==> config.mk <==
export PLATFORM = sky130hd
export DESIGN_NAME = igx_top
export DESIGN_NICKNAME = d
export VERILOG_FILES = /design/src/rtl/igx_top.v /design/src/rtl/igx_sync.v /design/src/rtl/igx_pin_cell.v
export VERILOG_INCLUDE_DIRS = /design/src /design/src/rtl
export SDC_FILE = /design/constraint.sdc
export NUM_CORES = 1
export LEC_CHECK = 0
export ABC_AREA = 1
export BUFFER_PORTS_ARGS = -buffer_cell sky130_fd_sc_hd__buf_4
export CAP_MARGIN = 25
export CORE_MARGIN = 10
export CORE_UTILIZATION = 60
export CTS_CLUSTER_SIZE = 10
export DETAILED_ROUTE_END_ITERATION = 12
export GPL_ROUTABILITY_DRIVEN = 1
export HOLD_SLACK_MARGIN = 0.08
export PLACE_DENSITY = 0.79
export SYNTH_ARGS = -nofsm -noshare
export SYNTH_HDL_FRONTEND = slang
export SYNTH_SLANG_ARGS = --single-unit
==> constraint.sdc <==
create_clock -name mclk_i -period 1.95 [get_ports mclk_i]
set_input_delay 0.195 -clock mclk_i [delete_from_list [all_inputs] [get_ports mclk_i]]
set_output_delay 0.195 -clock mclk_i [all_outputs]
set_load 0.005 [all_outputs]
==> src/rtl/igx_defines.vh <==
// register map, field layout, reset values and addresses of the gpio expander
`ifndef IGX_DEFINES_VH
`define IGX_DEFINES_VH
`define IGX_TGT_ADDR_LO 7'h43
`define IGX_TGT_ADDR_HI 7'h44
`define IGX_REG_CTRL 8'h01
`define IGX_REG_DIR 8'h03
`define IGX_REG_OUT 8'h05
`define IGX_REG_FLOAT 8'h07
`define IGX_REG_EXPECT 8'h09
`define IGX_REG_BIAS_EN 8'h0B
`define IGX_REG_BIAS_DIR 8'h0D
`define IGX_REG_LIVE 8'h0F
`define IGX_REG_MASK 8'h11
`define IGX_REG_FLAGS 8'h13
`define IGX_CTRL_SOFT_RST 0
`define IGX_CTRL_RST_FLAG 1
`define IGX_RST_DIR 8'h00
`define IGX_RST_OUT 8'h00
`define IGX_RST_FLOAT 8'hFF
`define IGX_RST_EXPECT 8'h00
`define IGX_RST_BIAS_EN 8'hFF
`define IGX_RST_BIAS_DIR 8'h00
`define IGX_RST_MASK 8'h00
`define IGX_RST_PTR 8'h00
`define IGX_UNMAPPED_RD 8'h00
`endif

==> src/rtl/igx_top.v <==
// eight-pin gpio expander behind a single-register i2c target
//
// Notes on behaviour
// single-register transfers only, no bursts
// bare read returns current pointer register
// address 1000011 or 1000100 by select pin
// rw bit 1 reads; ack pulls sda low
// soft reset bit restores defaults, reads 0
// reset flag set by reset, read clears
// fixed maker and revision fields read-only
// direction bit: 0 input, 1 output
// output level bit drives pin level
// float bit releases an output pin
// input pins ignore level and float
// output pins ignore compare, bias, mask, flag
// expected level picks which change flags
// bias enable switches resistor on
// bias direction: 0 down, 1 up
// live input register reads pins unlatched
// mask 0 passes event, 1 suppresses
// flag set when input leaves expected
// reading flags register clears them
// no new flag until input returns
// controller avoids reserved even addresses
// interrupt held until serviced
// every reset source restores defaults
// reset pin low resets device
// interrupt from unmasked flags or reset flag
`timescale 1ns/100ps
`include "igx_defines.vh"
module igx_top #(
  // arbitrary identity values
  parameter [2:0] MAKER_CODE = 3'h2,
  parameter [2:0] REVISION = 3'h1
) (
  input wire mclk_i,
  input wire rst_i,
  input wire ce_i,
  input wire rst_pin_n_i,
  input wire addr_sel_i,
  input wire scl_i,
  input wire sda_i,
  output wire sda_o,
  output wire sda_oe_o,
  input wire [7:0] gpio_i,
  output wire [7:0] gpio_o,
  output wire [7:0] gpio_oe_o,
  output wire [7:0] pull_en_o,
  output wire [7:0] pull_up_o,
  output wire int_n_o,
  output wire int_oe_o
);
  localparam [3:0] ST_IDLE = 4'h0;
  localparam [3:0] ST_ADDR = 4'h1;
  localparam [3:0] ST_AACK = 4'h2;
  localparam [3:0] ST_PTR = 4'h3;
  localparam [3:0] ST_PACK = 4'h4;
  localparam [3:0] ST_WDAT = 4'h5;
  localparam [3:0] ST_WACK = 4'h6;
  localparam [3:0] ST_RDAT = 4'h7;
  localparam [3:0] ST_RACK = 4'h8;
  localparam [3:0] ST_SKIP = 4'h9;

  wire [11:0] sync_s;
  wire rst_pin_n_s;
  wire addr_sel_s;
  wire scl_s;
  wire sda_s;
  wire [7:0] gpio_s;
  wire hard_rst;
  wire reg_rst;
  wire [6:0] my_addr;
  wire start_det;
  wire stop_det;
  wire scl_rise;
  wire scl_fall;
  wire [7:0] flags;
  wire [7:0] irqs;

  reg scl_p_q;
  reg sda_p_q;
  reg [3:0] state_q;
  reg [2:0] cnt_q;
  reg done_q;
  reg [7:0] sh_q;
  reg [7:0] tx_q;
  reg rw_q;
  reg sda_low_q;
  reg [7:0] ptr_q;
  reg wr_q;
  reg [7:0] wdata_q;
  reg rd_q;
  reg [7:0] rdata;

  reg soft_q;
  reg rst_flag_q;
  reg [7:0] dir_q;
  reg [7:0] out_q;
  reg [7:0] float_q;
  reg [7:0] expect_q;
  reg [7:0] bias_en_q;
  reg [7:0] bias_dir_q;
  reg [7:0] mask_q;
  reg int_q;

  igx_sync #(
    .WIDTH(12),
    // bus and reset pins idle high; gpio stages start low so release flags no false change
    .RST_VAL(12'hF00)
  ) u_sync (
    .mclk_i(mclk_i),
    .rst_i(rst_i),
    .ce_i(ce_i),
    .d_i({rst_pin_n_i, addr_sel_i, scl_i, sda_i, gpio_i}),
    .q_o(sync_s)
  );
  assign rst_pin_n_s = sync_s[11];
  assign addr_sel_s = sync_s[10];
  assign scl_s = sync_s[9];
  assign sda_s = sync_s[8];
  assign gpio_s = sync_s[7:0];

  // reset pin acts as a reset
  assign hard_rst = rst_i | ~rst_pin_n_s;
  // all sources restore register defaults
  assign reg_rst = hard_rst | soft_q;

  // select-pin address choice
  assign my_addr = addr_sel_s ? `IGX_TGT_ADDR_HI : `IGX_TGT_ADDR_LO;

  assign start_det = scl_s & scl_p_q & sda_p_q & ~sda_s;
  assign stop_det = scl_s & scl_p_q & ~sda_p_q & sda_s;
  assign scl_rise = scl_s & ~scl_p_q;
  assign scl_fall = ~scl_s & scl_p_q;

  // acknowledge pulls low, release reads high
  assign sda_o = 1'b0;
  assign sda_oe_o = sda_low_q;

  // read data from current pointer
  always @* begin
    case (ptr_q)
      // fixed identity fields
      `IGX_REG_CTRL: rdata = {MAKER_CODE, REVISION, rst_flag_q, soft_q};
      `IGX_REG_DIR: rdata = dir_q;
      `IGX_REG_OUT: rdata = out_q;
      `IGX_REG_FLOAT: rdata = float_q;
      `IGX_REG_EXPECT: rdata = expect_q;
      `IGX_REG_BIAS_EN: rdata = bias_en_q;
      `IGX_REG_BIAS_DIR: rdata = bias_dir_q;
      // live pin level
      `IGX_REG_LIVE: rdata = gpio_s;
      `IGX_REG_MASK: rdata = mask_q;
      `IGX_REG_FLAGS: rdata = flags;
      default: rdata = `IGX_UNMAPPED_RD;
    endcase
  end

  // target sequencer; the pointer survives a soft reset so a read can follow it
  always @(posedge mclk_i) begin
    if (hard_rst) begin
      scl_p_q <= 1'b1;
      sda_p_q <= 1'b1;
      state_q <= ST_IDLE;
      cnt_q <= 3'h0;
      done_q <= 1'b0;
      sh_q <= 8'h00;
      tx_q <= 8'h00;
      rw_q <= 1'b0;
      sda_low_q <= 1'b0;
      ptr_q <= `IGX_RST_PTR;
      wr_q <= 1'b0;
      wdata_q <= 8'h00;
      rd_q <= 1'b0;
    end else if (ce_i) begin
      scl_p_q <= scl_s;
      sda_p_q <= sda_s;
      wr_q <= 1'b0;
      rd_q <= 1'b0;
      if (start_det) begin
        state_q <= ST_ADDR;
        cnt_q <= 3'h0;
        done_q <= 1'b0;
        sda_low_q <= 1'b0;
      end else if (stop_det) begin
        state_q <= ST_IDLE;
        sda_low_q <= 1'b0;
      end else if (scl_rise) begin
        case (state_q)
          ST_ADDR, ST_PTR, ST_WDAT: begin
            sh_q <= {sh_q[6:0], sda_s};
            cnt_q <= cnt_q + 3'h1;
            if (cnt_q == 3'h7)
              done_q <= 1'b1;
          end
          ST_RDAT: begin
            cnt_q <= cnt_q + 3'h1;
            if (cnt_q == 3'h7)
              done_q <= 1'b1;
          end
          default: begin
            done_q <= done_q;
          end
        endcase
      end else if (scl_fall) begin
        case (state_q)
          ST_ADDR: begin
            if (done_q) begin
              done_q <= 1'b0;
              // match seven-bit address
              if (sh_q[7:1] == my_addr) begin
                rw_q <= sh_q[0];
                sda_low_q <= 1'b1;
                state_q <= ST_AACK;
              end else begin
                state_q <= ST_SKIP;
              end
            end
          end
          ST_AACK: begin
            cnt_q <= 3'h0;
            // rw bit picks direction
            if (rw_q) begin
              // read without pointer write
              state_q <= ST_RDAT;
              sda_low_q <= ~rdata[7];
              tx_q <= {rdata[6:0], 1'b0};
              rd_q <= 1'b1;
            end else begin
              state_q <= ST_PTR;
              sda_low_q <= 1'b0;
            end
          end
          ST_PTR: begin
            if (done_q) begin
              done_q <= 1'b0;
              ptr_q <= sh_q;
              sda_low_q <= 1'b1;
              state_q <= ST_PACK;
            end
          end
          ST_PACK: begin
            cnt_q <= 3'h0;
            sda_low_q <= 1'b0;
            state_q <= ST_WDAT;
          end
          ST_WDAT: begin
            if (done_q) begin
              done_q <= 1'b0;
              wr_q <= 1'b1;
              wdata_q <= sh_q;
              sda_low_q <= 1'b1;
              state_q <= ST_WACK;
            end
          end
          ST_WACK: begin
            // further bytes left unacknowledged
            sda_low_q <= 1'b0;
            state_q <= ST_SKIP;
          end
          ST_RDAT: begin
            if (done_q) begin
              done_q <= 1'b0;
              sda_low_q <= 1'b0;
              state_q <= ST_RACK;
            end else begin
              sda_low_q <= ~tx_q[7];
              tx_q <= {tx_q[6:0], 1'b0};
            end
          end
          ST_RACK: begin
            // no burst read, released until stop
            sda_low_q <= 1'b0;
            state_q <= ST_SKIP;
          end
          default: begin
            sda_low_q <= 1'b0;
          end
        endcase
      end
    end
  end

  // configuration registers; reserved addresses swallow writes
  always @(posedge mclk_i) begin
    if (reg_rst) begin
      // defaults restored, soft bit back to 0
      soft_q <= 1'b0;
      // any reset raises flag
      rst_flag_q <= 1'b1;
      dir_q <= `IGX_RST_DIR;
      out_q <= `IGX_RST_OUT;
      float_q <= `IGX_RST_FLOAT;
      expect_q <= `IGX_RST_EXPECT;
      bias_en_q <= `IGX_RST_BIAS_EN;
      bias_dir_q <= `IGX_RST_BIAS_DIR;
      mask_q <= `IGX_RST_MASK;
    end else if (ce_i) begin
      // read clears reset flag
      if (rd_q && ptr_q == `IGX_REG_CTRL)
        rst_flag_q <= 1'b0;
      if (wr_q) begin
        case (ptr_q)
          // soft reset request
          `IGX_REG_CTRL: soft_q <= wdata_q[`IGX_CTRL_SOFT_RST];
          `IGX_REG_DIR: dir_q <= wdata_q;
          `IGX_REG_OUT: out_q <= wdata_q;
          `IGX_REG_FLOAT: float_q <= wdata_q;
          // expected input level
          `IGX_REG_EXPECT: expect_q <= wdata_q;
          `IGX_REG_BIAS_EN: bias_en_q <= wdata_q;
          `IGX_REG_BIAS_DIR: bias_dir_q <= wdata_q;
          `IGX_REG_MASK: mask_q <= wdata_q;
          default: soft_q <= soft_q;
        endcase
      end
    end
  end

  genvar p;
  generate
    for (p = 0; p < 8; p = p + 1) begin : g_pin
      igx_pin_cell u_pin (
        .mclk_i(mclk_i),
        .rst_i(reg_rst),
        .ce_i(ce_i),
        .dir_i(dir_q[p]),
        .out_lvl_i(out_q[p]),
        .float_i(float_q[p]),
        .expect_i(expect_q[p]),
        .bias_en_i(bias_en_q[p]),
        .bias_dir_i(bias_dir_q[p]),
        .mask_i(mask_q[p]),
        .pin_i(gpio_s[p]),
        .clr_i(rd_q && ptr_q == `IGX_REG_FLAGS),
        .pin_o(gpio_o[p]),
        .pin_oe_o(gpio_oe_o[p]),
        .bias_en_o(pull_en_o[p]),
        .bias_up_o(pull_up_o[p]),
        .flag_o(flags[p]),
        .irq_o(irqs[p])
      );
    end
  endgenerate

  // level interrupt; a read clears the cause, not the pin directly
  always @(posedge mclk_i) begin
    if (hard_rst) begin
      int_q <= 1'b0;
    end else if (ce_i) begin
      // unmasked flags or reset flag
      // held until serviced
      int_q <= (|irqs) | rst_flag_q;
    end
  end
  assign int_n_o = 1'b0;
  assign int_oe_o = int_q;
endmodule // igx_top

==> src/rtl/igx_sync.v <==
// two-stage synchroniser for pin inputs
`timescale 1ns/100ps
module igx_sync #(
  parameter WIDTH = 1,
  parameter [WIDTH-1:0] RST_VAL = {WIDTH{1'b1}}
) (
  input wire mclk_i,
  input wire rst_i,
  input wire ce_i,
  input wire [WIDTH-1:0] d_i,
  output wire [WIDTH-1:0] q_o
);
  reg [WIDTH-1:0] meta_q;
  reg [WIDTH-1:0] sync_q;
  genvar i;
  generate
    for (i = 0; i < WIDTH; i = i + 1) begin : g_bit
      always @(posedge mclk_i) begin
        if (rst_i) begin
          meta_q[i] <= RST_VAL[i];
          sync_q[i] <= RST_VAL[i];
        end else if (ce_i) begin
          meta_q[i] <= d_i[i];
          sync_q[i] <= meta_q[i];
        end
      end
    end
  endgenerate
  assign q_o = sync_q;
endmodule // igx_sync

==> src/rtl/igx_pin_cell.v <==
// one gpio pin: drive control, bias control and change-event flag
`timescale 1ns/100ps
module igx_pin_cell (
  input wire mclk_i,
  input wire rst_i,
  input wire ce_i,
  input wire dir_i,
  input wire out_lvl_i,
  input wire float_i,
  input wire expect_i,
  input wire bias_en_i,
  input wire bias_dir_i,
  input wire mask_i,
  input wire pin_i,
  input wire clr_i,
  output reg pin_o,
  output reg pin_oe_o,
  output reg bias_en_o,
  output reg bias_up_o,
  output wire flag_o,
  output wire irq_o
);
  reg flag_q;
  reg seen_q;
  wire differ;
  // outputs ignore compare
  assign differ = ~dir_i & (pin_i ^ expect_i);
  always @(posedge mclk_i) begin
    if (rst_i) begin
      pin_o <= 1'b0;
      pin_oe_o <= 1'b0;
      bias_en_o <= 1'b0;
      bias_up_o <= 1'b0;
      flag_q <= 1'b0;
      seen_q <= 1'b0;
    end else if (ce_i) begin
      // direction selects drive
      // level follows register
      pin_o <= out_lvl_i;
      // float overrides level; inputs never driven
      pin_oe_o <= dir_i & ~float_i;
      // bias enable
      bias_en_o <= ~dir_i & bias_en_i;
      // pull direction
      bias_up_o <= ~dir_i & bias_en_i & bias_dir_i;
      // rearm on return
      if (!differ)
        seen_q <= 1'b0;
      else
        seen_q <= 1'b1;
      // flag on mismatch; set beats read-clear
      if (differ && !seen_q)
        flag_q <= 1'b1;
      // read clears flag
      else if (clr_i)
        flag_q <= 1'b0;
    end
  end
  assign flag_o = flag_q;
  // mask gates event
  assign irq_o = flag_q & ~mask_i & ~dir_i;
endmodule // igx_pin_cell

After elaboration in Yosys (flattened, before gate mapping)
Cells that the tools add are included.
W data, S select, Z words.
{"block": "word_totals", "word_cells": 360, "inputBits": 15, "output_inout_bits": 36, "ff_bits": 177}
{"block": "op_classes", "add_sub_neg": 1, "reduce_logical": 63, "eq_ne": 33, "bitwise": 100, "n_mux": 68}
{"cell": "$pmux W8 S10", "n": 1}
{"cell": "$and A1 B1 Y1", "n": 55}
{"cell": "$mux W1", "n": 45}
{"cell": "$mux W4", "n": 9}
{"cell": "$not A1 Y1", "n": 34}
{"cell": "$eq A8 B4 Y1 const B", "n": 4}
{"cell": "$pmux W4 S7", "n": 1}
{"cell": "$mux W3", "n": 8}
{"cell": "$reduce_and A3 Y1", "n": 8}
{"cell": "$reduce_and A8 Y1", "n": 3}
{"cell": "$ne A4 B4 Y1 const B", "n": 5}
{"cell": "$reduce_and A2 Y1", "n": 9}
{"cell": "$reduce_bool A2 Y1", "n": 9}
{"cell": "$eq A4 B3 Y1 const B", "n": 4}
{"cell": "$eq A8 B3 Y1 const B", "n": 2}
{"cell": "$eq A8 B5 Y1 const B", "n": 2}
{"cell": "$mux W8", "n": 2}
{"cell": "$pmux W8 S2", "n": 1}
{"cell": "$reduce_and A7 Y1", "n": 2}
{"cell": "$reduce_and A6 Y1", "n": 2}
{"cell": "$logic_and A1 B1 Y1", "n": 10}
{"cell": "$reduce_and A5 Y1", "n": 2}
{"cell": "$ne A3 B3 Y1 const B", "n": 3}
{"cell": "$reduce_bool A3 Y1", "n": 3}
{"cell": "20 further kinds", "n": 41}

Depth between registers and ports, before layout
Gate-level depths: netlist of run 1.
{"block": "depth", "depth_word": 9, "mapped_depth": 12, "ltp_nobuf": 12}

Modules after synthesis
Synthesis of run 1 repeated with hierarchy kept, for this count alone.
{"block": "unflattened", "hier_cells": 1178, "area_unflattened_um2": 8246.7}
{"mod": "igx_top", "seq_area_each_um2": 2082.0, "area_each_um2": 5022.3, "cells_each": 737, "n_inst": 1}
{"mod": "igx_pin_cell", "seq_area_each_um2": 120.1, "area_each_um2": 279.0, "cells_each": 38, "n_inst": 8}
{"mod": "igx_sync", "seq_area_each_um2": 480.5, "area_each_um2": 992.2, "cells_each": 137, "n_inst": 1}

Least setup slack after synthesis of run 1
OpenSTA, ideal clock, no wires.
{"block": "synth_path", "kind": "register -> register", "from": "reg ptr_q[6]", "to": "reg mask_q[0]", "arrival_time_ps": 1285, "setup_slack_ps": 545, "synth_period_minus_slack_ps": 1405, "stages_incl_launch_ff": 10, "n_path_buf": 1, "required_time_ps": 1831, "setup_time_ps": 119, "path_cell_list": "dfxtp_1 -> inv_1 -> nand2_2 -> nor2_1 -> nand2_1 -> inv_1 -> nand2_2 -> buf_2 -> o21ai_0 -> a21oi_1"}
{"block": "synth_between", "elab_chain_cells": 2}
{"item": "start: declaration", "line_no": "igx_top.v:89", "source": "reg [7:0] ptr_q;"}
{"item": "start signal: assignment", "line_no": "igx_top.v:171", "source": "ptr_q <= `IGX_RST_PTR;"}
{"item": "start signal: assignment", "line_no": "igx_top.v:237", "source": "ptr_q <= sh_q;"}
{"item": "$eq A8 B5 Y1", "line_no": "igx_top.v:303", "source": "case (ptr_q)"}
{"item": "$reduce_and A3 Y1 (no line)"}
{"item": "end signal: assignment", "line_no": "igx_top.v:297", "source": "mask_q <= `IGX_RST_MASK;"}
{"item": "end signal: assignment", "line_no": "igx_top.v:313", "source": "`IGX_REG_MASK: mask_q <= wdata_q;"}
{"item": "end: declaration", "line_no": "igx_top.v:103", "source": "reg [7:0] mask_q;"}
Every way passes these cells.
A chain may end at the register's enable or synchronous reset.

Final worst setup path of run 1
{"block": "layout_path", "from": "reg state_q[0]", "to": "reg tx_q[7]"}
{"block": "layout_between", "elab_chain_cells": 3, "word_cells_on_any_way": 7, "classes_between": "4 x eq/ne; 1 x mux; 2 x reduce/logical"}
{"item": "start: declaration", "line_no": "igx_top.v:82", "source": "reg [3:0] state_q;"}
{"item": "start signal: assignment", "line_no": "igx_top.v:164", "source": "state_q <= ST_IDLE;"}
{"item": "start signal: assignment", "line_no": "igx_top.v:181", "source": "state_q <= ST_ADDR;"}
{"item": "start signal: assignment", "line_no": "igx_top.v:186", "source": "state_q <= ST_IDLE;"}
{"item": "$eq A4 B2 Y1 or $eq A4 B3 Y1 (tied branches)", "line_no": "igx_top.v:206", "source": "case (state_q)"}
{"item": "$ne A2 B2 Y1 (no line) or $reduce_bool A2 Y1 (tied branches)"}
{"item": "$reduce_and A8 Y1 (no line)"}
{"item": "end signal: assignment", "line_no": "igx_top.v:227", "source": "tx_q <= {rdata[6:0], 1'b0};"}
{"item": "end signal: assignment", "line_no": "igx_top.v:268", "source": "tx_q <= {tx_q[6:0], 1'b0};"}
{"item": "end: declaration", "line_no": "igx_top.v:86", "source": "reg [7:0] tx_q;"}
Several ways; a longest one is shown, not always the timed one.

==> results of run 1 <==
==> worst register-to-register path: stages, from the launching register on <==
cell     delay [ns]
dfxtp_1        0.54
nand2_1        0.15
nor2_4         0.26
a21oi_1        0.15
nor2_4         0.22
inv_2          0.11
a21oi_1        0.15
a21oi_1        0.09
==> where the power goes <==
part | switching (W) | total, W | internal [W]
Sequential | 0.0000569 | 0.00373 | 0.00367
Combinational | 0.000310 | 0.000491 | 0.000181
Clock | 0.00143 | 0.00319 | 0.00176
==> how the worst max path moves through the flow <==
stage,from,end,slack [ns],depth (start not counted)
after floorplan,ptr_q[6],mask_q[0],0.55,9
after global placement,ptr_q[6],tx_q[4],0.19,11
after detailed placement,ptr_q[5],bias_dir_q[6],0.15,8
after CTS,ptr_q[5],out_q[6],0.15,8
after global routing,u_sync.q_o[9],wdata_q[5],0.02,8
final,state_q[0],tx_q[7],0.18,7
==> cells in the final DEF (no fill, tap or decap), drive strengths merged, types with 7 or more instances in the layout <==
cell type,count
nand2,187
a21oi,149
nor3,8
nand4,10
dlygate4sd3,13
dfxtp,176
inv,106
o22ai,11
o211ai,19
clkbuf,20
buf,67
nand3,64
clkinv,7
o21ai,130
nor2,106
==> layout make-up <==
cell class              instances  area [um2]  share of cell area [%]
repair buffers                 80       645.6                   7.333
clock inverters                12       113.9                   1.293
inverters                     106       399.1                   4.533
clock buffers                  20       436.7                   4.960
flip-flops and latches        176        3523                   40.02
well taps                     172       215.2                   2.444
multi-input cells             702        3471                   39.42
==> metrics by stage <==
step                      hold WS (ns)  utilization [%]  cell area [um2]  setup WS (ns)  power, W
after global routing            0.2483            69.21             8805        0.01567  0.007655
final                           0.2311            69.21             8805         0.1766  0.007410
after floorplan                 0.2947                -             7860         0.5451  0.004139
after global placement          0.4048            63.62             8094         0.1874  0.004257
after detailed placement        0.4130            63.62             8094         0.1514  0.004268
after CTS                       0.2199            68.97             8775         0.1485  0.007434
==> metal layers <==
metal | GRT usage (%) | vias up | routed length, um
li1 | - | 3532 | -
met5 | 0 | - | 0
met2 | 39.75 | 294 | 10200
met4 | 10.10 | 0 | 738
met3 | 4.742 | 55 | 1580
met1 | 30.32 | 3348 | 9467
==> logic make-up after synthesis <==
family | Yosys count | synth area share (%)
other | 1 | 0.04773
and+or+nand+nor | 383 | 22.38
AOI/OAI and AO/OA | 315 | 21.36
buffers and inverters | 184 | 11.05
DFF | 176 | 44.85
adders and majority gates | 2 | 0.3185
==> what timing repair did <==
| item | CTS | global route |
|---|---|---|
| hold endpoints to repair | 15 | 0 |
| hold buffers | 13 | 0 |
| setup buffers | 0 | 4 |
| endpoints found under the setup margin | 0 | 17 |
==> metrics, run 1 <==
overall routed net length=21.99 mm; Clock transition at path regs=about 0.060 ns; Setup TNS Final=0 ns; fin crit share=between 90% and 100%; CP required=approximately 2.3 ns; fin crit period=between 1.5 and 2 ns; Crit Path Class=flop to flop; Post-Syn Area=7856 um2; Seq/Total Area, Yosys=between 40 and 50%; proportion of layout cells with a drive suffix above 1=14.51%; DR DRC count=0; CTS tree=yes; Buf+Inv Stages, Crit Path=1; Yosys top cell area share=between 40% and 50%; Avg Inst Size Synth=7.405 um2; crit-path max FO=9; initial antenna violation count=0; post-CTS sizing=0; VDD IR max=0.6585 mV; filler cell count=between 1000 and 1500; grt total ovfl=0; min-delay src=ce_i; antenna diode count=0; DIE WIDTH=approximately 130 um; nets@finish=between 1000 and 1500; initial core utilization=between 60% and 70%; Initial DRT Pass Iterations=6; Area Growth Syn to Fin=12.07%; CTS Buf Count=17; H-tree depth=4; worst flop-to-flop path endpoint=tx_q[7]; critical-path cell with the highest stage delay=dfxtp_1; CP startpoint kind=flop; max cap viols=0; DP Cell Count=1219; root buffer cell=clkbuf_16; Longest Clk Path Bufs=2; Relative slew margins=54.47%; Synth Register Bits=around 180; Hold Path Class=input pin to flop; hold depth=5; clock skew=0.008317 ns; main area contributors after synthesis=dfxtp_1 (45%), a21oi_1 (9.5%), nand2_1 (8.1%), o21ai_0 (7.5%), inv_1 (4.3%); Worst Hold Path EP=rd_q; flop2flop setup slack=0.18 ns; EDFF count, synth=0; Synth Instances=about 1100; pwr/cell area=about 840 nW/um2; Sink Count=around 180; Crit path top cell by count=a21oi_1; WL per Instance=around 17 um; cell family with most CP delay=simple AND/OR/NAND/NOR gates; outcome=complete, no violations; IO Count=just over 50; pin count of the biggest net entering global routing=38; DRT iter0 DRCs=739; R2R Path Start=state_q[0]; CP Capture Type=flop; die area=18070 um2; core area=around 13000 um2; port bufs=between 40 and 50; Pleak=~3.5 nW; vias in the first global route=6612; Final HPWL DP=about 16 mm; synth cell count leaders=dfxtp_1 (176), nand2_1 (169), a21oi_1 (149); R2R depth=7; top_reg_cell synth=dfxtp_1; Routed Antenna Nets=0; Netlist cell types=39; Slew Limit Fails=0; Yosys Warn Count=0; critical-path cell list=nand2_1 > nor2_4 > a21oi_1 > nor2_4 > inv_2 > a21oi_1 > a21oi_1; RSZ-0062 raised after global routing=false; chip height=approximately 130 um; most frequent cell after synthesis=dfxtp_1; Overall Global Routing Usage=about 24%; Worst EP arrival=about 2.1 ns; via/cell ratio=~5.7; most area-hungry cell type in the Yosys netlist=dfxtp_1; largest stage delay on the critical path=0.54 ns; Worst-Margin Slew=about 0.7 ns; non-filler instance count after layout=about 1300; Post-synth ARST share=0%; RePlAce Congestion=1.029; Clk Latency, worst-skew pair=roughly 0.43 ns; Max Freq=between 500 and 600 MHz; # setup viols final=0; Row Count=41; Vias=7229; Final Hold Vio Count=0; first-pass GRT wire length=34.98 mm
(Power assumes the default switching activity.)
==> run 2, diff against run 1 <==
--- a/config.mk
+++ b/config.mk
@@ -7,6 +7,7 @@
 export NUM_CORES = 1
 export LEC_CHECK = 0
 export ABC_AREA = 1
+export ABC_CLOCK_PERIOD_IN_PS = 1950
 export BUFFER_PORTS_ARGS = -buffer_cell sky130_fd_sc_hd__buf_4
 export CAP_MARGIN = 25
 export CORE_MARGIN = 10
==> constraint.sdc (replaced) <==
create_clock -name mclk_i -period 1.95 [get_ports mclk_i]
set_input_delay 0.2925 -clock mclk_i [delete_from_list [all_inputs] [get_ports mclk_i]]
set_output_delay 0.2925 -clock mclk_i [all_outputs]
set_load 0.005 [all_outputs]
==> metrics, run 2 (same netlist as run 1, synthesis figures left out) <==
outcome=complete, no violations; nets@finish=1092 (-0.73%); max cap viols=0 (unchanged); fin crit share=92.34% (+1.4 points); Area Growth Syn to Fin=12.20%; clock skew=0.01474 ns (+0.006422 ns); proportion of layout cells with a drive suffix above 1=14.55% (+0.042 points); DR DRC count=0 (unchanged); Clock transition at path regs=0.06 ns (about the same); Clk Latency, worst-skew pair=0.43 ns (about the same); non-filler instance count after layout=1258 (-0.79%); VDD IR max=0.6390 mV (-3.0%); overall routed net length=21.45 mm (-2.5%); H-tree depth=4 (unchanged); CP Capture Type=flop; Hold Path Class=input pin to flop; # setup viols final=0 (unchanged); grt total ovfl=0 (unchanged); DRT iter0 DRCs=617 (-17%); first-pass GRT wire length=34.00 mm (-2.8%); RSZ-0062 raised after global routing=false; Crit Path Class=flop to flop; chip height=134.4 um (unchanged); Sink Count=176 (unchanged); Power Total=0.007812 W (+5.4%); die area=18070 um2 (unchanged); IO Count=51 (unchanged); Final HPWL DP=15.37 mm (-1.7%); R2R depth=9 (+2); CTS tree=yes; met1 usage=28.72% (-1.6 points); area occupied by multi-input gates=3471 um2 (unchanged); filler cell count=1122 (+0.81%); CTS Buf Count=17 (unchanged); Slew Limit Fails=0 (unchanged); DP Cell Count=1220 (+0.082%); hold depth=3 (-2); Final Hold Vio Count=0 (unchanged); fin crit period=1.801 ns (+0.02720 ns); RePlAce Congestion=1.058 (+2.8%); Post-Place Setup Slack=0.1552 ns (+0.003816 ns); Relative slew margins=53.09% (-1.4 points); Setup TNS Final=0 ns (unchanged); via/cell ratio=5.675 (-0.46%); pin count of the biggest net entering global routing=59 (+55%); Row Count=41 (unchanged); Worst-Margin Slew=0.7026 ns (+0.02061 ns); Pleak=3.512 nW (+0.67%); pwr/cell area=886.3 nW/um2 (+5.3%); CP startpoint kind=flop; Longest Clk Path Bufs=2 (unchanged); WL per Instance=17.05 um (-1.7%); Vias=7139 (-1.2%); met2 usage=37.37% (-2.4 points); post-CTS sizing=0 (unchanged); post-route setup slack=0.1494 ns (-0.02720 ns); most common cell after layout, fill and taps aside=dfxtp_1; Overall Global Routing Usage=23.67% (-0.54 points); port bufs=48 (unchanged); CP required=2.25 ns (about the same); Worst EP arrival=2.10 ns (about the same); antenna diode count=0 (unchanged); initial core utilization=61.75% (unchanged); Initial DRT Pass Iterations=5 (-1); core area=12720 um2 (unchanged); highest-count cells in the layout ignoring fill and taps=dfxtp_1 (176), nand2_1 (169), a21oi_1 (149), o21ai_0 (117), inv_1 (90); Max Freq=555.4 MHz (-1.5%); met3 Use GR=6.385% (+1.6 points); DIE WIDTH=134.4 um (unchanged); Routed Antenna Nets=0 (unchanged); Register Area=3523 um2 (unchanged); root buffer cell=clkbuf_16; initial antenna violation count=0 (unchanged); crit-path max FO=14 (+5); vias in the first global route=6550 (-0.94%); Most Crowded Layer GR=met2
run 2: metal layers:
| layer | wire length [um] | part of all wire, % |
|---|---|---|
| met4 | 942 | 4.4 |
| met3 | 1723 | 8.0 |
| met1 | 9163 | 43 |
| met2 | 9616 | 45 |
| met5 | 0 | 0 |
run 2: where the power goes:
part	internal [W]	total (W)	leakage [nW]	switching [W]
combinational	0.000172	0.000474	1.78	0.000301
sequential	0.00367	0.00373	1.43	0.0000566
clock	0.00224	0.00361	0.306	0.00138
run 2: worst paths after layout:
path                         from                    to  slack, ns
max                      ptr_q[5]         bias_dir_q[6]       0.15
min                     gpio_i[2]      u_sync.meta_q[2]       0.09
max reg2reg              ptr_q[5]         bias_dir_q[6]       0.15
min reg2reg  g_pin[0].u_pin.pin_o  g_pin[0].u_pin.pin_o       0.46
run 2: per-stage QoR:
stage	utilization (%)	cell area [um2]	hold slack, ns
detailed placement	63.68	8102	0.4482
finish	69.29	8815	0.08624
CTS	69.07	8787	0.08689
global route	69.29	8815	0.09965
floorplan	-	7860	0.3922
global placement	63.68	8102	0.4411
run 2: worst max-delay path, cell delays in order, from the launching register on:
cell and delay, ns:
dfxtp_1 0.31, inv_1 0.08, nand2_1 0.09, nor2_4 0.22, buf_12 0.16, nand2_2 0.05, inv_1 0.11, nand2_1 0.30
o21ai_0 0.29, a21oi_1 0.06
run 2: final cells by class:
type / count / share of cell area [%]
Clock inverter: 9 / 1.760
Timing Repair Buffer: 72 / 6.586
Multi-Input combinational cell: 702 / 39.38
Sequential cell: 176 / 39.97
Tap cell: 172 / 2.441
Inverter: 106 / 4.528
Clock buffer: 21 / 5.337
run 2: timing repair:
action                                 in CTS  in global routing
buffers inserted                            0                  2
endpoints found under the hold margin       6                  0
hold buffers                                6                  0
setup endpoints to repair                   0                 14
==> run 3, diff against run 2 <==
--- a/config.mk
+++ b/config.mk
@@ -10,13 +10,15 @@
 export ABC_CLOCK_PERIOD_IN_PS = 1950
 export BUFFER_PORTS_ARGS = -buffer_cell sky130_fd_sc_hd__buf_4
 export CAP_MARGIN = 25
+export CELL_PAD_IN_SITES_DETAIL_PLACEMENT = 0
+export CELL_PAD_IN_SITES_GLOBAL_PLACEMENT = 1
 export CORE_MARGIN = 10
-export CORE_UTILIZATION = 60
+export CORE_UTILIZATION = 44
 export CTS_CLUSTER_SIZE = 10
 export DETAILED_ROUTE_END_ITERATION = 12
 export GPL_ROUTABILITY_DRIVEN = 1
 export HOLD_SLACK_MARGIN = 0.08
-export PLACE_DENSITY = 0.79
+export PLACE_DENSITY_LB_ADDON = 0.1
 export SYNTH_ARGS = -nofsm -noshare
 export SYNTH_HDL_FRONTEND = slang
 export SYNTH_SLANG_ARGS = --single-unit
==> metrics, run 3 (same netlist as run 1, synthesis figures left out) <==
Row Count=48 (+17%); initial antenna violation count=1 (+1); critical-path cell with the highest stage delay=dfxtp_1; hold depth=3 (unchanged); min-delay src=gpio_i[0]; Worst Hold Path EP=u_sync.meta_q[0]; non-filler instance count after layout=1319 (+4.8%); first-pass GRT wire length=36.21 mm (+6.5%); filler cell count=1832 (+63%); R2R depth=8 (-1); Worst EP arrival=2.12 ns (+0.02 ns); DIE WIDTH=153.6 um (+14%); WL per Instance=17.19 um (+0.85%); R2R Path Start=ptr_q[6]; Overall Global Routing Usage=19.10% (-4.6 points); proportion of layout cells with a drive suffix above 1=14.81% (+0.26 points); Worst-Margin Slew=0.6399 ns (-0.06268 ns); via/cell ratio=5.234 (-7.8%); critical-path cell list=inv_1 > nand2_2 > nor2_4 > nand2_1 > nor2_4 > clkinvlp_4 > nand2_1 > o211ai_1; largest stage delay on the critical path=0.31 ns (about the same); port bufs=48 (unchanged); CTS tree=yes; DRT iter0 DRCs=416 (-33%); IO Count=51 (unchanged); root buffer cell=clkbuf_16; Area Growth Syn to Fin=13.74%; most common cell after layout, fill and taps aside=dfxtp_1; Crit Path Class=flop to flop; max cap viols=0 (unchanged); pwr/cell area=853.8 nW/um2 (-3.7%); Max Freq=548.9 MHz (-1.2%); Register Area=3523 um2 (unchanged); outcome=complete, no violations; Buf+Inv Stages, Crit Path=2 (-1); crit-path max FO=9 (-5); fin crit period=1.822 ns (+0.02136 ns); grt total ovfl=0 (unchanged); Longest Clk Path Bufs=2 (unchanged); overall routed net length=22.68 mm (+5.7%); Sink Count=176 (unchanged); worst flop-to-flop path endpoint=bias_en_q[1]; core area=17420 um2 (+37%); flop2flop setup slack=0.13 ns (-0.02 ns); Vias=6903 (-3.3%); die area=23600 um2 (+31%); DR DRC count=0 (unchanged); CP startpoint kind=flop; CP Capture Type=flop; highest-count cells in the layout ignoring fill and taps=dfxtp_1 (176), nand2_1 (169), a21oi_1 (149), o21ai_0 (117), nor2_1 (89); Pleak=3.522 nW (+0.31%); chip height=153.6 um (+14%); RePlAce Congestion=0.9039 (-15%); Hold Path Class=input pin to flop; VDD IR max=0.6155 mV (-3.7%); initial core utilization=45.11% (-17 points); # setup viols final=0 (unchanged); RSZ-0062 raised after global routing=false; area occupied by multi-input gates=3481 um2 (+0.29%); Clk Latency, worst-skew pair=0.44 ns (about the same); CP required=2.25 ns (about the same); Initial DRT Pass Iterations=5 (unchanged); clock skew=0.01214 ns (-0.002597 ns); Relative slew margins=57.34% (+4.2 points); Slew Limit Fails=0 (unchanged); Setup TNS Final=0 ns (unchanged); DP Cell Count=1275 (+4.5%); Final HPWL DP=16.45 mm (+7.0%); cell family with most CP delay=simple AND/OR/NAND/NOR gates; Final Hold Vio Count=0 (unchanged); Clock transition at path regs=0.07 ns (about the same); Routed Antenna Nets=0 (unchanged); vias in the first global route=6716 (+2.5%); CTS Buf Count=17 (unchanged); H-tree depth=4 (unchanged); pin count of the biggest net entering global routing=61 (+3.4%); fin crit share=93.43% (+1.1 points); antenna diode count=0 (unchanged); nets@finish=1100 (+0.73%)
run 3: layer usage:
metal | vias up | part of all wire (%) | global-route usage [%]
met5 | - | 0 | 0
met4 | 0 | 3.1 | 7.422
met3 | 45 | 5.3 | 4.463
met2 | 172 | 48 | 31.68
met1 | 3148 | 44 | 23.44
li1 | 3538 | - | -
run 3: cell type report:
type | instances | share of cell area, %
Clock buffer | 22 | 5.307
Clock inverter | 8 | 1.204
Inverter | 106 | 4.509
Multi-Input combinational cell | 702 | 38.95
Sequential cell | 176 | 39.43
Tap cell | 225 | 3.150
Timing Repair Buffer | 79 | 7.365
Timing Repair inverter | 1 | 0.08401
run 3: worst max path at each step:
stage                     startpoint       endpoint  slack [ns]  cells after the start
after floorplan             ptr_q[6]      mask_q[0]        0.55                      9
after global placement      ptr_q[6]   bias_en_q[1]        0.20                      8
after detailed placement    ptr_q[5]   bias_en_q[1]        0.15                      8
after CTS                   ptr_q[6]   bias_en_q[1]        0.14                      8
after global routing        ptr_q[6]  bias_dir_q[3]       0.003                      8
final                       ptr_q[6]   bias_en_q[1]        0.13                      8
run 3: tightest hold or removal path: cells and delay by family:
family,cells,cell delay (ns)
buf+inv,1,0.08
simple gates,2,0.12
run 3: power by group:
group          internal (W)  switching [W]  total, W
Sequential          0.00367      0.0000565   0.00373
Clock               0.00198        0.00143   0.00341
Combinational      0.000179       0.000311  0.000490
run 3: metrics by stage:
stage	power [W]	hold WS, ns	setup WS (ns)	util [%]	instance area, um2
global route	0.007925	0.08705	0.003418	51.31	8936
global placement	0.004283	0.4450	0.2010	47.16	8213
finish	0.007630	0.08754	0.1280	51.31	8936
CTS	0.007686	0.08282	0.1422	51.13	8905
floorplan	0.004139	0.3922	0.5451	-	7860
detailed placement	0.004284	0.4476	0.1521	47.16	8213
run 3: repair_timing:
action                                  in CTS  in global routing
endpoints found under the setup margin       0                  5
gates resized for setup                      0                  4
hold buffers                                11                  0
hold endpoints to repair                    11                  0
buffers inserted                             0                  2
